## config.mk

```make
export PLATFORM = sky130hd
export DESIGN_NAME = phy_strap_led_mii_pins
export DESIGN_NICKNAME = d
export VERILOG_FILES = /design/src/core/pin_sync.v /design/src/core/phy_strap_led_mii_pins.v
export VERILOG_INCLUDE_DIRS = /design/src /design/src/include
export SDC_FILE = /design/constraint.sdc
export NUM_CORES = 1
export LEC_CHECK = 0
export BUFFER_PORTS_ARGS = -buffer_cell sky130_fd_sc_hd__clkbuf_2
export CORE_MARGIN = 2
export CORE_UTILIZATION = 56
export CTS_CLUSTER_SIZE = 10
export DETAILED_ROUTE_END_ITERATION = 16
export PLACE_DENSITY = 0.82
export SETUP_SLACK_MARGIN = 0.05
export SYNTH_ARGS = -nofsm -noshare
export SYNTH_HDL_FRONTEND = slang
export SYNTH_HIERARCHICAL = 1
export SYNTH_SLANG_ARGS = --single-unit
```

## constraint.sdc

```tcl
create_clock -name mclk -period 7.53 [get_ports mclk]
set_input_delay 1.506 -clock mclk [delete_from_list [all_inputs] [get_ports mclk]]
set_output_delay 1.506 -clock mclk [all_outputs]
set_load 0.01 [all_outputs]
```

## src/include/phy_pins_defs.vh

```
`ifndef PHY_PINS_DEFS_VH
`define PHY_PINS_DEFS_VH

// Register offsets (byte addresses)
`define OFS_CTRL        8'h00
`define OFS_LED_CFG     8'h04
`define OFS_STRAP       8'h08
`define OFS_STATUS      8'h0C
`define OFS_IRQ_CFG     8'h10
`define OFS_RX_FRAME    8'h14

// Control register 0h field positions
`define CTRL_DUPLEX_BIT   8
`define CTRL_ISOLATE_BIT  10
`define CTRL_ANEG_BIT     12
`define CTRL_SPEED_BIT    13

// LED mode field (register 1Fh bits 5:4)
`define LED_MODE_LSB     4
`define LED_MODE_LINKACT 2'h0
`define LED_MODE_LINK    2'h1

// Upper address bits, never strapped
`define ADDR_UPPER_RST   2'h0

// Activity blink half period in ns and derived cycles at 20 MHz
`define BLINK_HALF_NS    100000
`define CLK_PERIOD_NS    50
`define BLINK_CYCLES     (`BLINK_HALF_NS / `CLK_PERIOD_NS)

// Config code reset value (MII default)
`define CFG_RST          3'h0

`endif

```

## src/core/pin_sync.v

```verilog
`timescale 1ns/1ps
// Two-flop synchroniser for a vector of pin inputs
module pin_sync #(
  parameter WIDTH = 1
) (
  input  wire             mclk,
  input  wire             rst,
  input  wire [WIDTH-1:0] din,
  output reg  [WIDTH-1:0] dout
);
  reg [WIDTH-1:0] meta;

  always @(posedge mclk or posedge rst) begin
    if (rst) begin
      meta <= {WIDTH{1'b0}};
      dout <= {WIDTH{1'b0}};
    end else begin
      meta <= din;
      dout <= meta;
    end
  end
endmodule

```

## src/core/phy_strap_led_mii_pins.v

```verilog
// Summary of operation
// Each strap level is captured once at reset release and then held.
// Dual-use pins are inputs during reset, drive outputs after release.
// Receive data bits 3,2,1 become address bits 0,1,2.
// Receive data bit 0 gives the initial duplex choice.
// Collision, carrier sense, data valid form config code bits 0,1,2.
// Receive clock pin level becomes the broadcast-disable setting.
// Receive error pin level becomes the initial isolate setting.
// Interrupt pin level selects board connectivity test mode.
// First LED pin captured into control bit 12, auto-negotiation enable.
// Second LED pin captured into control bit 13, speed select.
// Link LED: mode 00 link/activity toggle, mode 01 link only.
// Speed LED: mode 00 shows speed, mode 01 activity toggle.
// LED modes 10 and 11 are reserved, software avoids them.
// Receive nibble valid to the MAC only while data valid is high.
// MAC transmit nibble is valid only while transmit enable is high.
// Management clock comes from the station; data line open-drain only.
// Interrupt output is open-drain, programmable sources, low when active.
// Address bits 4 and 3 are zero, not strapped.
// Captured isolate strap loads control bit 10.
// Captured duplex loads control bit 8, high half, low full.
// Low test strap enables connectivity test; high leaves it off.
// During reset dual-use pins undriven, LED and strap logic initial. The strap registers keep their last captured values through chip reset.
// Isolate active keeps interface outputs undriven.
//
// Added by the designer: the AHB-Lite slave port and the placing of the registers.
`timescale 1ns/1ps
`include "phy_pins_defs.vh"
module phy_strap_led_mii_pins #(
  parameter BLINK_CYCLES = `BLINK_CYCLES
) (
  input  wire        mclk,
  input  wire        rst,
  // AHB-Lite slave
  input  wire        hsel,
  input  wire [7:0]  haddr,
  input  wire [1:0]  htrans,
  input  wire        hwrite,
  input  wire [2:0]  hsize,
  input  wire [31:0] hwdata,
  input  wire        hready,
  output wire [31:0] hrdata,
  output wire        hreadyout,
  output wire        hresp,
  // Chip reset pin, active low
  input  wire        chip_rst_n,
  // Receive side from core
  input  wire [3:0]  core_rxd,
  input  wire        core_rxdv,
  input  wire        core_rxer,
  input  wire        core_col,
  input  wire        core_crs,
  input  wire        core_rxc,
  input  wire        link_up,
  input  wire        speed_100,
  input  wire        activity,
  // Dual-use receive pins
  input  wire [3:0]  rxd_in,
  output reg  [3:0]  rxd_out,
  output wire [3:0]  rxd_oe,
  input  wire        rxdv_in,
  output reg         rxdv_out,
  output wire        rxdv_oe,
  input  wire        rxc_in,
  output reg         rxc_out,
  output wire        rxc_oe,
  input  wire        rxer_in,
  output reg         rxer_out,
  output wire        rxer_oe,
  input  wire        col_in,
  output reg         col_out,
  output wire        col_oe,
  input  wire        crs_in,
  output reg         crs_out,
  output wire        crs_oe,
  // LED pins
  input  wire        link_led_in,
  output reg         link_led_out,
  output wire        link_led_oe,
  input  wire        speed_led_in,
  output reg         speed_led_out,
  output wire        speed_led_oe,
  // Interrupt pin, open-drain
  input  wire        irq_in,
  output wire        irq_out_n,
  output wire        irq_oe,
  input  wire        irq_event,
  // Transmit pins from MAC
  input  wire        txc_in,
  input  wire        txen_in,
  input  wire [3:0]  txd_in,
  output reg  [3:0]  tx_nibble,
  output reg         tx_nibble_valid,
  // Management pins
  input  wire        mdc_in,
  input  wire        mdio_in,
  input  wire        mgmt_drive_low,
  output wire        mdio_out,
  output wire        mdio_oe,
  output wire        mdc_rise,
  output wire        mdio_sync,
  // Captured strap results
  output wire [4:0]  mgmt_station_addr,
  output wire [2:0]  iface_cfg,
  output wire        broadcast_disable_strap,
  output wire        autoneg_enable_strap,
  output wire        test_mode_en
);

  ////////////////////////////////////////////////////////////////////////////
  // Synchronisers
  wire [20:0] pin_raw;
  wire [20:0] pin_s;
  assign pin_raw = {rxd_in[3:1], mdio_in, mdc_in, txd_in, txen_in, txc_in, chip_rst_n,
                    speed_led_in, link_led_in, irq_in, crs_in, col_in,
                    rxer_in, rxc_in, rxdv_in, rxd_in[0]};

  pin_sync #(.WIDTH(21)) u_sync (
    .mclk (mclk),
    .rst  (rst),
    .din  (pin_raw),
    .dout (pin_s)
  );

  wire s_rxd0   = pin_s[0];
  wire s_rxdv   = pin_s[1];
  wire s_rxc    = pin_s[2];
  wire s_rxer   = pin_s[3];
  wire s_col    = pin_s[4];
  wire s_crs    = pin_s[5];
  wire s_irq    = pin_s[6];
  wire s_link_led_out   = pin_s[7];
  wire s_speed_led_out   = pin_s[8];
  wire s_rst_n  = pin_s[9];
  wire s_txc    = pin_s[10];
  wire s_txen   = pin_s[11];
  wire [3:0] s_txd = pin_s[15:12];
  wire s_mdc    = pin_s[16];
  wire s_mdio   = pin_s[17];
  wire [2:0] rxd_hi_s = pin_s[20:18];

  ////////////////////////////////////////////////////////////////////////////
  // Strap capture at chip reset release
  reg        run;
  reg        straps_taken;
  reg [2:0]  addr_low;
  reg        duplex_strap;
  reg [2:0]  cfg_strap;
  reg        bcast_strap;
  reg        iso_strap;
  reg        nand_strap;
  reg        aneg_strap;
  reg        speed_strap;

  always @(posedge mclk or posedge rst) begin
    if (rst) begin
      run          <= 1'b0;
      straps_taken <= 1'b0;
      addr_low     <= 3'h0;
      duplex_strap <= 1'b1;
      cfg_strap    <= `CFG_RST;
      bcast_strap  <= 1'b0;
      iso_strap    <= 1'b0;
      nand_strap   <= 1'b1;
      aneg_strap   <= 1'b1;
      speed_strap  <= 1'b1;
    end else if (!s_rst_n) begin
      run          <= 1'b0;
      straps_taken <= 1'b0;
    end else begin
      run <= 1'b1;
      if (!straps_taken) begin
        straps_taken <= 1'b1;
        addr_low     <= {rxd_hi_s[0], rxd_hi_s[1], rxd_hi_s[2]};
        duplex_strap <= s_rxd0;
        cfg_strap    <= {s_rxdv, s_crs, s_col};
        bcast_strap  <= s_rxc;
        iso_strap    <= s_rxer;
        nand_strap   <= s_irq;
        aneg_strap   <= s_link_led_out;
        speed_strap  <= s_speed_led_out;
      end
    end
  end

  assign mgmt_station_addr       = {`ADDR_UPPER_RST, addr_low};
  assign iface_cfg               = cfg_strap;
  assign broadcast_disable_strap = bcast_strap;
  assign autoneg_enable_strap    = aneg_strap;
  assign test_mode_en            = ~nand_strap;

  ////////////////////////////////////////////////////////////////////////////
  // Registers
  reg  [15:0] ctrl;
  reg  [1:0]  led_mode;
  reg         irq_en;
  reg         irq_flag;
  reg         load_pend;
  reg  [15:0] rx_frames;
  reg         ph_write;
  reg  [7:0]  ph_addr;
  reg  [31:0] rdata;

  wire        isolate = ctrl[`CTRL_ISOLATE_BIT];
  wire        bus_go  = hsel & hready & htrans[1];
  wire        wr_ctrl = ph_write & (ph_addr == `OFS_CTRL);
  wire        wr_irq  = ph_write & (ph_addr == `OFS_IRQ_CFG);
  wire        irq_set = irq_en & irq_event;

  always @(posedge mclk or posedge rst) begin
    if (rst) begin
      ph_write <= 1'b0;
      ph_addr  <= 8'h00;
    end else begin
      ph_write <= bus_go & hwrite;
      ph_addr  <= bus_go ? haddr : ph_addr;
    end
  end

  always @(posedge mclk or posedge rst) begin
    if (rst) begin
      ctrl      <= 16'h0000;
      led_mode  <= `LED_MODE_LINKACT;
      irq_en    <= 1'b0;
      irq_flag  <= 1'b0;
      load_pend <= 1'b1;
    end else begin
      if (!s_rst_n) begin
        load_pend <= 1'b1;
      end else if (load_pend && straps_taken) begin
        load_pend                   <= 1'b0;
        ctrl[`CTRL_DUPLEX_BIT]      <= duplex_strap;
        ctrl[`CTRL_ISOLATE_BIT]     <= iso_strap;
        ctrl[`CTRL_ANEG_BIT]        <= aneg_strap;
        ctrl[`CTRL_SPEED_BIT]       <= speed_strap;
      end else if (wr_ctrl) begin
        ctrl <= hwdata[15:0];
      end
      if (ph_write && ph_addr == `OFS_LED_CFG)
        led_mode <= hwdata[`LED_MODE_LSB+1:`LED_MODE_LSB];
      if (wr_irq)
        irq_en <= hwdata[0];
      if (irq_set)
        irq_flag <= 1'b1;
      else if (wr_irq && hwdata[1])
        irq_flag <= 1'b0;
    end
  end

  always @* begin
    case (ph_addr)
      `OFS_CTRL:     rdata = {16'h0000, ctrl};
      `OFS_LED_CFG:  rdata = {26'h0, led_mode, 4'h0};
      `OFS_STRAP:    rdata = {13'h0, ~nand_strap, aneg_strap, speed_strap, iso_strap, bcast_strap,
                              duplex_strap, cfg_strap, 7'h00, addr_low};
      `OFS_STATUS:   rdata = {29'h0, run, load_pend, straps_taken};
      `OFS_IRQ_CFG:  rdata = {30'h0, irq_flag, irq_en};
      `OFS_RX_FRAME: rdata = {16'h0000, rx_frames};
      default:       rdata = 32'h0000_0000;
    endcase
  end

  assign hrdata    = rdata;
  assign hreadyout = 1'b1;
  assign hresp     = 1'b0;

  ////////////////////////////////////////////////////////////////////////////
  // Output enables
  wire drive_mii = run & ~isolate;
  assign rxd_oe   = {4{drive_mii}};
  assign rxdv_oe  = drive_mii;
  assign rxc_oe   = drive_mii;
  assign rxer_oe  = drive_mii;
  assign col_oe   = drive_mii;
  assign crs_oe   = drive_mii;
  assign link_led_oe  = run;
  assign speed_led_oe = run;

  ////////////////////////////////////////////////////////////////////////////
  // MII receive outputs
  reg rxdv_d;
  always @(posedge mclk or posedge rst) begin
    if (rst) begin
      rxd_out   <= 4'h0;
      rxdv_out  <= 1'b0;
      rxc_out   <= 1'b0;
      rxer_out  <= 1'b0;
      col_out   <= 1'b0;
      crs_out   <= 1'b0;
      rxdv_d    <= 1'b0;
      rx_frames <= 16'h0000;
    end else begin
      rxd_out  <= core_rxdv ? core_rxd : 4'h0;
      rxdv_out <= core_rxdv;
      rxc_out  <= core_rxc;
      rxer_out <= core_rxer;
      col_out  <= core_col;
      crs_out  <= core_crs;
      rxdv_d   <= core_rxdv;
      if (core_rxdv && !rxdv_d)
        rx_frames <= rx_frames + 16'h0001;
    end
  end

  ////////////////////////////////////////////////////////////////////////////
  // MII transmit sampling on transmit clock rise
  reg txc_d;
  always @(posedge mclk or posedge rst) begin
    if (rst) begin
      txc_d           <= 1'b0;
      tx_nibble       <= 4'h0;
      tx_nibble_valid <= 1'b0;
    end else begin
      txc_d           <= s_txc;
      tx_nibble_valid <= 1'b0;
      if (s_txc && !txc_d && s_txen) begin
        tx_nibble       <= s_txd;
        tx_nibble_valid <= 1'b1;
      end
    end
  end

  ////////////////////////////////////////////////////////////////////////////
  // Management clock edge and open-drain data
  reg mdc_d;
  always @(posedge mclk or posedge rst) begin
    if (rst)
      mdc_d <= 1'b0;
    else
      mdc_d <= s_mdc;
  end
  assign mdc_rise  = s_mdc & ~mdc_d;
  assign mdio_sync = s_mdio;
  assign mdio_out  = 1'b0;
  assign mdio_oe   = run & mgmt_drive_low;

  // Interrupt open-drain: pulled low only when flagged
  assign irq_out_n = 1'b0;
  assign irq_oe    = run & irq_flag;

  ////////////////////////////////////////////////////////////////////////////
  // LEDs
  reg [31:0] blink_cnt;
  reg        blink;
  always @(posedge mclk or posedge rst) begin
    if (rst) begin
      blink_cnt <= 32'h0000_0000;
      blink     <= 1'b0;
    end else if (blink_cnt >= BLINK_CYCLES - 1) begin
      blink_cnt <= 32'h0000_0000;
      blink     <= ~blink;
    end else begin
      blink_cnt <= blink_cnt + 32'h0000_0001;
    end
  end

  always @(posedge mclk or posedge rst) begin
    if (rst) begin
      link_led_out  <= 1'b1;
      speed_led_out <= 1'b1;
    end else if (!run) begin
      link_led_out  <= 1'b1;
      speed_led_out <= 1'b1;
    end else begin
      case (led_mode)
        `LED_MODE_LINKACT: begin
          link_led_out  <= ~link_up ? 1'b1 : (activity ? blink : 1'b0);
          speed_led_out <= ~speed_100;
        end
        `LED_MODE_LINK: begin
          link_led_out  <= ~link_up;
          speed_led_out <= activity ? blink : 1'b1;
        end
        default: begin
          link_led_out  <= 1'b1;
          speed_led_out <= 1'b1;
        end
      endcase
    end
  end

endmodule

```

==> flow_summary.yaml <==
clocking:
  cts_tree: "done"
  root_buffer: "clkbuf_8"
  clk_latency_ns: 0.51
  cts_resized: 0
  hold_buffers: 0
  cts.sinks: 152
  cts_setup_buffers: 0
  path_clk_slew_ns: 0.06
  cts_made_buffers: 17
  clockBufferDepth: 2
  h-tree-depth: 4
setup_path:
  critPathCapture: "hrdata[13]"
  r2r_slack_ns: 5.34
  critPathRequiredTime_ns: 6.02
  critPathLaunch: "ph_addr[4]$_DFFE_PP0P_"
  crit_arrival_ns: 3.11
  reg2regPathDepth: 3
  timing.rr.start: "ph_addr[4]$_DFFE_PP0P_"
  r2r_end: "ctrl[9]$_DFFE_PP0P_"
  path_class: "register to primary output"
  cp-start-kind: "register"
  path_max_fanout: 13
  worstSetupEndpointType: "primary output"
pwr:
  p_total_w: 0.00206
  ir_drop_mv: 0.179
  p_leak_nw: 3.38
  pwr_density_cell_nw_per_um2: 288
floorplanning:
  io_pins: 163
  dieHeight_um: 106
  row_count: 37
  fp.dieW_um: 106
  die_area_um2: 11300
  coreArea_um2: 10200
  initial_utilization_pct: 57.1
grt:
  grt_pass1_vias: 3873
  grt_use_total_pct: 21.3
  grt_overflow: 0
  grt_max_degree: 91
  antenna_found_initial: 0
  grt_pass1_wl_um: 18500
yosys:
  synth_edf_count: 0
  synth_area_leaders: "dfrtp_1 62%, mux2_2 7.3%, buf_4 3.6%"
  async_flop_share_pct: 100
  synth_area_per_cell_um2: 13.5
  netlist_instances: 434
  synth_common_cells: "145 x dfrtp_1, 38 x mux2_2, 28 x buf_4"
  synth-seq-cells: 152
  yosys_warnings: 6
  yosysMostFrequentCell: "dfrtp_1"
  synth_top_area_share_pct: 62.1
  synth.distinct_cells: 48
  synthFlopType: "dfrtp_1"
  seq_area_frac_synth_pct: 65.3
  yosysTopAreaCell: "dfrtp_1"
  netlist_area_um2: 5840
timing:
  clock_skew_ns: 0.00787
  fin_crit_ns: 4.61
  max_freq_mhz: 217
  finalSetupTns_ns: 0
  slew_violations: 0
  finalCritPeriodShare_pct: 61.3
  setup_viol: 0
  grt_setup_unrepaired: "no"
  finalHoldViolCount: 0
  worst_pin_slew_ns: 1.12
  relSlewSlack_pct: 25.1
layout:
  drive_above_1_share_pct: 36.5
  n_fill_cell: 711
  layout.nets: 663
  fin_cells: 725
  final_area_um2: 7150
  area_delta_synth_final_pct: 22.5
  fin_util_pct: 69.9
  n_antenna_cell: 0
min_path:
  worstHoldStart: "u_sync/meta[20]$_DFF_PP0_"
  hp-class: "register to register"
route:
  antenna_left: 0
  via_per_inst: 5.15
  drtPass1Iterations: 4
  routed_wl_um: 11400
  wl_per_cell_um: 15.8
  vias: 3735
  drt_iter0_drc: 144
  drc: 0
place:
  dp_cells: 693
  placement.io_buffers: 123
  globalplace.congestion: 0.790
  hpwl_um: 7600
  placed_cell_area_um2: 6500
outcome:
  status: "completed"
flow_run:
  max-cap-violations: 0
kinds of logic after synthesis:
logic type / Yosys count / share of synthesized area (%)
flip-flops: 152 / 65.3
AND/OR/NAND/NOR: 123 / 11.7
buffers and inverters: 49 / 5.49
AO/OA/AOI/OAI: 42 / 5.66
multiplexers: 40 / 7.67
XOR/XNOR: 24 / 3.60
adder cells (fa/ha/maj): 2 / 0.428
other: 2 / 0.129
worst min-delay path by stage:
stage | slack [ns] | end | depth (start not counted)
2_1_floorplan | 0.33 | u_sync/dout[0]$_DFF_PP0_ | 0
3_3_place_gp | 0.33 | u_sync/dout[7]$_DFF_PP0_ | 0
3_5_place_dp | 0.34 | u_sync/dout[20]$_DFF_PP0_ | 0
4_1_cts | 0.35 | u_sync/dout[20]$_DFF_PP0_ | 0
5_1_grt | 0.35 | u_sync/dout[0]$_DFF_PP0_ | 0
6_report | 0.35 | u_sync/dout[20]$_DFF_PP0_ | 0
cell usage in the layout, fill, tap and decap left out, drive strengths merged, types with 2 or more instances in the layout:
cell type and instances:
and2 17, nand3 12, a221o 9, clkinv 3, and3 2, nor2 25
nor3b 2, ha 2, nor2b 5, nand2b 6, dfrtp 145, o2bb2ai 2
or4 2, clkbuf 147, mux2 38, nor3 7, buf 2, o22ai 4
and4 2, xnor2 18, a22o 8, inv 8, nor4 5, o21ai 5
nand2 24, nand4 6, nand3b 4, bufinv 6, dfstp 7, mux2i 2
a21oi 6, xor2 6, conb 40, a211oi 4
per-layer routing:
metal	part of all wire (%)	up-vias	GRT usage [%]	routed length, µm
met5	0	-	0	0
met4	1.0	0	6.77	114
met3	5.1	10	6.19	588
met2	51	136	34.8	5830
met1	43	1877	27.5	4910
li1	-	1712	-	-
state kept, by name, summed over array words and instances (netlist names), 2 cells and up:
signal and flops:
u_sync/meta 21, blink_cnt 32, rx_frames 16, u_sync/dout 21, rxd_out 4, iface_cfg 3, ph_addr 8, ctrl 16
tx_nibble 4, addr_low 3, led_mode 2
critical path, stage by stage, from the launching register on:
cell and delay [ns]:
dfrtp_1 0.53, nor4_1 0.46, nand2_1 0.21, nor2_1 0.90, a221o_1 0.35, clkbuf_2 0.15
stage by stage:
stage	hold slack [ns]	setup slack, ns
6_report	0.347	2.92
5_1_grt	0.353	2.76
4_1_cts	0.349	2.96
3_5_place_dp	0.336	3.52
3_3_place_gp	0.332	3.58
2_1_floorplan	0.331	3.13
power by group:
part | internal (W) | total [W] | switching, W
clock | 0.000624 | 0.000926 | 0.000302
sequential | 0.000890 | 0.000957 | 0.0000677
combinational | 0.0000844 | 0.000175 | 0.0000901
cell type report:
cell class              count  area [µm²]  share of cell area, %
flip-flops and latches    152        3810                   53.3
multi-input cells         271        1850                   25.9
repair buffers            125         631                   8.82
clock buffers              24         460                   6.44
clock inverters             8         194                   2.71
well taps                 136         170                   2.38
inverters                   9        36.3                  0.507
Power figures use the tool's default switching activity.
